`src/design/tsc_pkg.sv`:
```
`default_nettype none
package tsc_pkg;
    localparam int          CTRL_W           = 16;
    localparam logic [15:0] CTRL_RESET       = 16'h0000;
    localparam logic [15:0] CTRL_WRITE_MASK  = 16'h3fff;
    localparam int          BIT_PLL_EN       = 13;
    localparam int          BIT_OPSEL_HI     = 12;
    localparam int          BIT_OPSEL_LO     = 11;
    localparam int          BIT_LOOPBACK     = 10;
    localparam int          BIT_FP_POSITION  = 9;
    localparam logic [1:0]  OPSEL_MASTER     = 2'h0;
    localparam int          SYNC_STAGES_DEF  = 2;
    localparam int          LOW_GROUP_CLKS   = 4;
    localparam int          HIGH_GROUP_CLKS  = 2;
endpackage : tsc_pkg
`default_nettype wire

```
`src/design/tsc_timing_control.sv`:
```
// Function
// - PLL enable bit ignored in master mode
// - Slave PLL on only with bit and crystal
// - Enabled PLL: low outputs input-timed, high reference-locked
// - Two-bit field selects master or slave
// - Loopback low: pins used; ignored in slave
// - Loopback high: output clock/frame 2 substituted
// - Position low: frame pulse straddles boundary
// - Position high: frame pulse begins boundary
`default_nettype none
module tsc_timing_control #(
    parameter int SYNC_STAGES = tsc_pkg::SYNC_STAGES_DEF
) (
    // Clock, reset, enable
    input  wire logic        sys_clk,
    input  wire logic        nrst,
    input  wire logic        clk_en,
    // Host register port
    input  wire logic        host_wr_en,
    input  wire logic        host_rd_en,
    input  wire logic [15:0] host_wdata,
    output logic      [15:0] host_rdata_q,
    // Crystal source enable from the oscillator control
    input  wire logic        crystal_source_enable,
    // External input timing pins
    input  wire logic        input_clock_pin,
    input  wire logic        input_frame_pulse,
    // Device-generated output clock 2 and frame pulse 2
    input  wire logic        output_clock2,
    input  wire logic        output_frame_pulse2,
    // Status and steering
    output logic             slave_mode_q,
    output logic             pll_enable_q,
    output logic             loopback_q,
    output logic [3:0]       low_group_from_input_q,
    output logic [1:0]       high_group_from_ref_q,
    output logic             timing_clk_q,
    output logic             timing_fp_q,
    output logic             frame_boundary_q
);
    logic [15:0] ctrl_q;
    logic [15:0] ctrl_d;
    logic [1:0]  pin_sync;
    logic        fp_begin_mode_q;
    logic        tclk_prev_q;
    logic [1:0]  fp_hist_q;
    logic        tclk_rise;
    logic        boundary_d;

    initial begin
        if (SYNC_STAGES < 2) begin
            $error("tsc_timing_control: SYNC_STAGES must be at least 2");
        end
    end

    // Timing pins come from another domain
    tsc_sync #(
        .WIDTH  (2),
        .STAGES (SYNC_STAGES)
    ) u_pin_sync (
        .sys_clk  (sys_clk),
        .nrst     (nrst),
        .clk_en   (clk_en),
        .async_in ({input_clock_pin, input_frame_pulse}),
        .sync_out (pin_sync)
    );

    // Control register; unused top bits stay zero
    always_comb begin
        ctrl_d = ctrl_q;
        if (host_wr_en) begin
            ctrl_d = host_wdata & tsc_pkg::CTRL_WRITE_MASK;
        end
    end

    always_ff @(posedge sys_clk or negedge nrst) begin
        if (!nrst) begin
            ctrl_q <= tsc_pkg::CTRL_RESET;
        end else if (clk_en) begin
            ctrl_q <= ctrl_d;
        end
    end

    always_ff @(posedge sys_clk or negedge nrst) begin
        if (!nrst) begin
            host_rdata_q <= '0;
        end else if (clk_en && host_rd_en) begin
            host_rdata_q <= ctrl_q;
        end
    end

    // Mode decode and PLL gating
    always_ff @(posedge sys_clk or negedge nrst) begin
        if (!nrst) begin
            slave_mode_q           <= 1'b0;
            pll_enable_q           <= 1'b0;
            loopback_q             <= 1'b0;
            low_group_from_input_q <= '0;
            high_group_from_ref_q  <= '0;
            fp_begin_mode_q        <= 1'b0;
        end else if (clk_en) begin
            slave_mode_q <= ctrl_q[tsc_pkg::BIT_OPSEL_HI:tsc_pkg::BIT_OPSEL_LO]
                            != tsc_pkg::OPSEL_MASTER;
            pll_enable_q <= (ctrl_q[tsc_pkg::BIT_OPSEL_HI:tsc_pkg::BIT_OPSEL_LO] != tsc_pkg::OPSEL_MASTER)
                            && ctrl_q[tsc_pkg::BIT_PLL_EN] && crystal_source_enable;
            loopback_q   <= (ctrl_q[tsc_pkg::BIT_OPSEL_HI:tsc_pkg::BIT_OPSEL_LO] == tsc_pkg::OPSEL_MASTER)
                            && ctrl_q[tsc_pkg::BIT_LOOPBACK];
            low_group_from_input_q <= {tsc_pkg::LOW_GROUP_CLKS{pll_enable_q}};
            high_group_from_ref_q  <= {tsc_pkg::HIGH_GROUP_CLKS{pll_enable_q}};
            fp_begin_mode_q <= ctrl_q[tsc_pkg::BIT_FP_POSITION];
        end
    end

    // Input timing source: pins or looped-back output clock/frame 2
    always_ff @(posedge sys_clk or negedge nrst) begin
        if (!nrst) begin
            timing_clk_q <= 1'b0;
            timing_fp_q  <= 1'b0;
        end else if (clk_en) begin
            timing_clk_q <= loopback_q ? output_clock2 : pin_sync[1];
            timing_fp_q  <= loopback_q ? output_frame_pulse2 : pin_sync[0];
        end
    end

    // Frame boundary from sampled frame pulse on input clock rising edges
    assign tclk_rise = timing_clk_q && !tclk_prev_q;

    always_comb begin
        if (fp_begin_mode_q) begin
            boundary_d = tclk_rise && timing_fp_q && !fp_hist_q[0];
        end else begin
            boundary_d = tclk_rise && fp_hist_q[0] && !fp_hist_q[1];
        end
    end

    always_ff @(posedge sys_clk or negedge nrst) begin
        if (!nrst) begin
            tclk_prev_q      <= 1'b0;
            fp_hist_q        <= '0;
            frame_boundary_q <= 1'b0;
        end else if (clk_en) begin
            tclk_prev_q      <= timing_clk_q;
            frame_boundary_q <= boundary_d;
            if (tclk_rise) begin
                fp_hist_q <= {fp_hist_q[0], timing_fp_q};
            end
        end
    end
endmodule : tsc_timing_control
`default_nettype wire

```
`src/design/tsc_sync.sv`:
```
`default_nettype none
module tsc_sync #(
    parameter int WIDTH  = 1,
    parameter int STAGES = 2
) (
    // Clock and reset
    input  wire logic             sys_clk,
    input  wire logic             nrst,
    input  wire logic             clk_en,
    // Data
    input  wire logic [WIDTH-1:0] async_in,
    output logic      [WIDTH-1:0] sync_out
);
    logic [WIDTH-1:0] stage_q [STAGES];

    initial begin
        if (STAGES < 2 || WIDTH < 1) begin
            $error("tsc_sync: STAGES must be at least 2 and WIDTH at least 1");
        end
    end

    always_ff @(posedge sys_clk or negedge nrst) begin
        if (!nrst) begin
            for (int i = 0; i < STAGES; i++) begin
                stage_q[i] <= '0;
            end
        end else if (clk_en) begin
            stage_q[0] <= async_in;
            for (int i = 1; i < STAGES; i++) begin
                stage_q[i] <= stage_q[i-1];
            end
        end
    end

    assign sync_out = stage_q[STAGES-1];
endmodule : tsc_sync
`default_nettype wire

```
`config.mk`:
```
export PLATFORM = sky130hd
export DESIGN_NAME = tsc_timing_control
export DESIGN_NICKNAME = d
export VERILOG_FILES = /design/src/design/tsc_pkg.sv /design/src/design/tsc_timing_control.sv /design/src/design/tsc_sync.sv
export SDC_FILE = /design/constraint.sdc
export NUM_CORES = 1
export LEC_CHECK = 0
export BUFFER_PORTS_ARGS = -buffer_cell sky130_fd_sc_hd__buf_2
export CORE_ASPECT_RATIO = 0.7
export CORE_MARGIN = 1
export CORE_UTILIZATION = 35
export CTS_CLUSTER_SIZE = 24
export DETAILED_ROUTE_END_ITERATION = 7
export HOLD_SLACK_MARGIN = 0.06
export REMOVE_ABC_BUFFERS = 1
export SLEW_MARGIN = 5
export SYNTH_ARGS = -nofsm -noshare
export SYNTH_HDL_FRONTEND = slang
export SYNTH_SLANG_ARGS = --single-unit
```
`constraint.sdc`:
```
create_clock -name sys_clk -period 1 [get_ports sys_clk]
set_input_delay 0.15 -clock sys_clk [delete_from_list [all_inputs] [get_ports sys_clk]]
set_output_delay 0.15 -clock sys_clk [all_outputs]
set_load 0.01 [all_outputs]
```
==> metrics, run 1 <==
status finished, violations left; failing checks setup timing; final net count 207; worst vdd ir 0.7783 mV; clk buf depth 2; slowest stage delay, CP 430 ps; initial antenna violation count 0; EDFF count, synth 0; Final ANT Viol Nets 0; Synth top area share 59.56%; pwr dens 1937 nW/um^2; Setup crit start kind flop; ANT cells 0; Non-Filler Instances 251; top-count cell post-synth dfrtp_1; Synth cell types 17; commonest cells in the synthesized netlist dfrtp_1, mux2_4, mux2_2; CP top delay family flip-flops; CP required 850 ps; final hold violation count 0; Worst-Skew Late Latency 300 ps; core footprint 4861 sq um; Die H 62.11 um; Slowest-stage cell, CP dfrtp_1; clock sink count 43; dominant synthesized flop cell dfrtp_1; Vias/cell 4.311; Seq cells post-synth 43; critical path class flop to primary output; largest net degree at the start of global routing 44; Hold Slack 78.98 ps; Final Max Slew Viols 0; Post-Synthesis Cell Area 1807 sq um; Hold Crit Class input pin to flop; 1st-iter DRT viols 17; Worst setup EP type primary output; Num CTS Buffers 5; pre-CTS setup slack -14.54 ps; Layout area overhead 29.64%; worst-path fanout max 7; Synth area leaders dfrtp_1, mux2_4, mux2_2, buf_4, buf_6; global-route wire length before repair 5.727 mm; Routed WL 3.392 mm; maxcap violations 0; Ports 54; Initial DRT Pass Iterations 4; WL per Instance 13.51 um; Initial Util 37.17%; RSZ-0062 raised after global routing true; post-layout worst setup margin -31.49 ps; LEAKAGE 1.184 nW; fin crit share 103.1%; H-tree depth 2; TritonCTS clock tree yes; via count 1082; CP Buf/Inv Count 1; layout cells sized above 1 63.19%; crit path DAT 880 ps; dpl cells 231; GP Congestion 0.7002; FP Rows 21; DP HPWL 2.347 mm; clk_skew 4.685 ps; CP Cell Sequence buf_2; Yosys warnings 0; fmax 969.5 MHz; Tmin final 1031 ps; # setup viols final 7; Syn Inst Count 115; GR Overflow Total 0; asr flop ratio synth 100.0%; Port Buffers 49; GRT Util Overall 14.16%; register area share after synthesis 59.56%; residual DRC count 0; Syn Area/Cell 15.71 sq um; Die Wd 87.88 um; Final Util 48.19%; Pwr Total 4.538 mW; CTS Root Buffer Type clkbuf_8; die footprint 5458 sq um; clock-pin slew on the worst setup and hold paths 80 ps; largest area contributor in the netlist dfrtp_1; vias in the first global route 1167
-- cell type report --
class                           instances  area, sq um
Clock buffer                            6        72.57
Inverter                                3        11.26
Multi-Input combinational cell         59        629.4
Sequential cell                        43         1076
Fill cell                             446         2519
Timing Repair Buffer                   69        454.2
Tap cell                               69        86.33
Clock inverter                          2        12.51
-- cells in the final DEF, fill, tap and decap left out, types with 3 or more instances in the layout --
master	synthesis	final
buf_2	0	48
dfrtp_1	43	43
mux2_4	20	20
mux2_2	17	17
buf_4	8	15
nor2_1	5	5
clkbuf_8	0	5
a21oi_1	4	4
buf_12	0	4
inv_1	3	3
-- sequential cells by signal (all words and copies together), names as in the netlist, 2 cells and up --
| signal | cells |
|---|---|
| u_pin_sync.sync_out | 2 |
| host_rdata_q | 14 |
| u_pin_sync.stage_q | 2 |
| fp_hist_q | 2 |
| ctrl_q | 14 |
-- path summary, 6_finish.rpt --
path                            cells past startpoint                      from                   endpoint  slack [ps]
max in group asynchronous                           3                      nrst                 loopback_q         420
worst max-delay path                                1  high_group_from_ref_q[0]  low_group_from_input_q[1]         -30
worst min-delay path                                2           input_clock_pin      u_pin_sync.stage_q[3]          80
worst min register to register                      1           host_rdata_q[5]            host_rdata_q[5]         510
worst max register to register                      2              timing_clk_q               fp_hist_q[0]          40
min in group asynchronous                           3                      nrst           frame_boundary_q         360
-- power breakdown --
group	internal (mW)	switching (mW)	total, mW
sequential	2.08	0.218	2.30
combinational	0.727	0.441	1.17
clock	0.488	0.582	1.07
-- through the flow --
| step | setup TNS, ps | cell area (sq um) |
|---|---|---|
| after floorplan | -41.62 | 1717 |
| after global placement | 0 | 2158 |
| after detailed placement | -20.08 | 2158 |
| after CTS | -295.2 | 2291 |
| after global routing | -715.0 | 2342 |
| final | -191.2 | 2342 |
-- worst register-to-register path: stages (launching register included) --
cell	delay (ps)
dfrtp_1	420
nand3b_4	100
mux2_2	330
-- routing by layer --
metal | up-vias | GRT usage (%) | share of wire [%]
li1 | 515 | - | -
met1 | 530 | 17.68 | 45
met2 | 29 | 22.09 | 48
met3 | 8 | 4.521 | 5.2
met4 | 0 | 6.762 | 2.0
met5 | - | 0 | 0
-- kinds of logic after synthesis --
logic type | share of synthesized area, %
other | 0.2076
AND/OR/NAND/NOR | 3.601
buffers and inverters | 5.817
multiplexers | 28.32
AO/OA/AOI/OAI | 2.493
flip-flops | 59.56
-- repair_timing --
item | in CTS | in global routing
hold endpoints to repair | 43 | 0
setup endpoints to repair | 11 | 22
setup buffers | 5 | 6
pin swaps | 0 | 0
hold buffers | 1 | 0
cloned | 0 | 0
resized for setup | 0 | 1
Note: power is estimated with default switching activity, not from simulation.
==> run 2: changes to the inputs <==
--- a/config.mk
+++ b/config.mk
@@ -9,6 +9,7 @@
 export CORE_ASPECT_RATIO = 0.7
 export CORE_MARGIN = 1
 export CORE_UTILIZATION = 35
+export CTS_BUF_LIST = sky130_fd_sc_hd__clkbuf_16
 export CTS_CLUSTER_SIZE = 24
 export DETAILED_ROUTE_END_ITERATION = 7
 export HOLD_SLACK_MARGIN = 0.06
==> metrics, run 2 (synthesis results as in run 1) <==
status finished, violations left; failing checks setup timing; fmax 995.5 MHz (+2.7%); Initial DRT Pass Iterations 3 (-1); Initial Util 37.17% (unchanged); crit path DAT 850 ps (-30 ps); Setup crit start kind flop; Vias/cell 4.410 (+2.3%); layout cells sized above 1 61.71% (-1.5 points); clock-pin slew on the worst setup and hold paths 60 ps (-20 ps); worst vdd ir 0.7070 mV (-9.2%); Switch Pwr 1.269 mW (+2.2%); part of the power in combinational logic 21.7% (-4.0 points); largest net degree at the start of global routing 44 (unchanged); GRT Util Overall 13.73% (-0.43 points); Num CTS Buffers 5 (unchanged); CP required 850 ps (about the same); FP Rows 21 (unchanged); post_cts resized 0 (unchanged); CP top delay family flip-flops; residual DRC count 0 (unchanged); critical path class flop to primary output; RSZ-0062 raised after global routing true; fin crit share 100.5% (-2.7 points); Port Buffers 49 (unchanged); Final Max Slew Viols 0 (unchanged); CP Cell Sequence buf_2; die footprint 5458 sq um (unchanged); WL per Instance 13.87 um (+2.6%); global-route wire length before repair 5.658 mm (-1.2%); vias in the first global route 1149 (-1.5%); 1st-iter DRT viols 19 (+2); CTS Root Buffer Type clkbuf_16; Slowest-stage cell, CP dfrtp_1; Worst setup EP type primary output; Net Sw Frac 25.85% (-1.5 points); pre-CTS setup slack -14.54 ps (unchanged); final net count 200 (-3.4%); biggest regs ctrl_q x14, host_rdata_q x14; clock group share of total power 31.2% (+7.6 points); placed cell area 2158 sq um (unchanged); post-layout worst setup margin -4.545 ps (+26.95 ps); commonest non-fill, non-tap cell in the layout buf_2; CP Buf/Inv Count 1 (unchanged); maxcap violations 0 (unchanged); GR Overflow Total 0 (unchanged); LEAKAGE 1.177 nW (-0.53%); clk buf depth 2 (unchanged); Hold Crit Class input pin to flop; Ports 54 (unchanged); via count 1076 (-0.55%); Die H 62.11 um (unchanged); design internal power 3.640 mW (+10%); DP HPWL 2.347 mm (unchanged); worst-path fanout max 3 (-4); final hold violation count 0 (unchanged); Worst-Skew Late Latency 270 ps (-30 ps); Final Cell Area 2340 sq um (-0.11%); Tmin final 1005 ps (-26.95 ps); Final ANT Viol Nets 0 (unchanged); power share of the sequential group 47.1% (-3.6 points); Routed WL 3.384 mm (-0.24%); clock sink count 43 (unchanged); GP Congestion 0.7002 (unchanged); clk_skew 3.395 ps (-1.290 ps); slowest stage delay, CP 420 ps (about the same); initial antenna violation count 0 (unchanged); TritonCTS clock tree yes; pwr dens 2098 nW/um^2 (+8.3%); Layout area overhead 29.50%; ANT cells 0 (unchanged); core footprint 4861 sq um (unchanged); # setup viols final 7 (unchanged); Die Wd 87.88 um (unchanged); H-tree depth 2 (unchanged); commonest non-fill, non-tap cells in the layout buf_2, dfrtp_1, mux2_4; Pwr Total 4.908 mW (+8.2%)
## run 2: per-stage QoR
stage	hold slack, ps	utilization (%)	instances	TNS [ps]
3_5_place_dp	142.1	44.40	231	-20.08
3_3_place_gp	134.6	44.40	231	0
6_report	100.8	48.13	244	-11.00
5_1_grt	99.02	48.13	244	-295.6
4_1_cts	98.19	47.83	242	-67.48
2_1_floorplan	-145.6	-	105	-41.62
## run 2: worst paths after layout
path / end / from / slack (ps) / depth (start not counted)
setup / recovery: timing_clk_q / timing_clk_q / -5 / 1
hold / removal: u_pin_sync.stage_q[3] / input_clock_pin / 100 / 2
min in group asynchronous: frame_boundary_q / nrst / 380 / 3
hold reg to reg: host_rdata_q[5] / host_rdata_q[5] / 500 / 1
setup reg to reg: fp_hist_q[0] / timing_clk_q / 30 / 2
max in group asynchronous: host_rdata_q[11] / nrst / 400 / 3
## run 2: layout make-up
class                   instances  area (sq um)
multi-input cells              59         629.4
fillers                       441          2521
flip-flops and latches         43          1076
clock buffers                   5         125.1
well taps                      69         86.33
inverters                       3         11.26
clock inverters                 3         16.27
repair buffers                 62         395.4
## run 2: metal layers
| metal | share of wire (%) | global-route usage, % |
|---|---|---|
| met1 | 45 | 17.59 |
| met2 | 50 | 21.90 |
| met3 | 4.7 | 4.521 |
| met4 | 0.56 | 4.303 |
| met5 | 0 | 0 |
## run 2: repair_timing
action                                  in CTS  in global routing
endpoints found under the hold margin       43                  0
hold buffers                                 1                  0
setup buffers                                2                  2
endpoints found under the setup margin       8                  8
## run 2: power by group through the flow
stage | clock (mW) | sequential, mW | combinational (mW)
detailed placement | 0 | 2.34 | 1.03
global placement | 0 | 2.31 | 1.00
CTS | 1.57 | 2.31 | 1.06
finish | 1.53 | 2.31 | 1.07
global route | 1.66 | 2.36 | 1.16
floorplan | 0 | 2.40 | 0.500
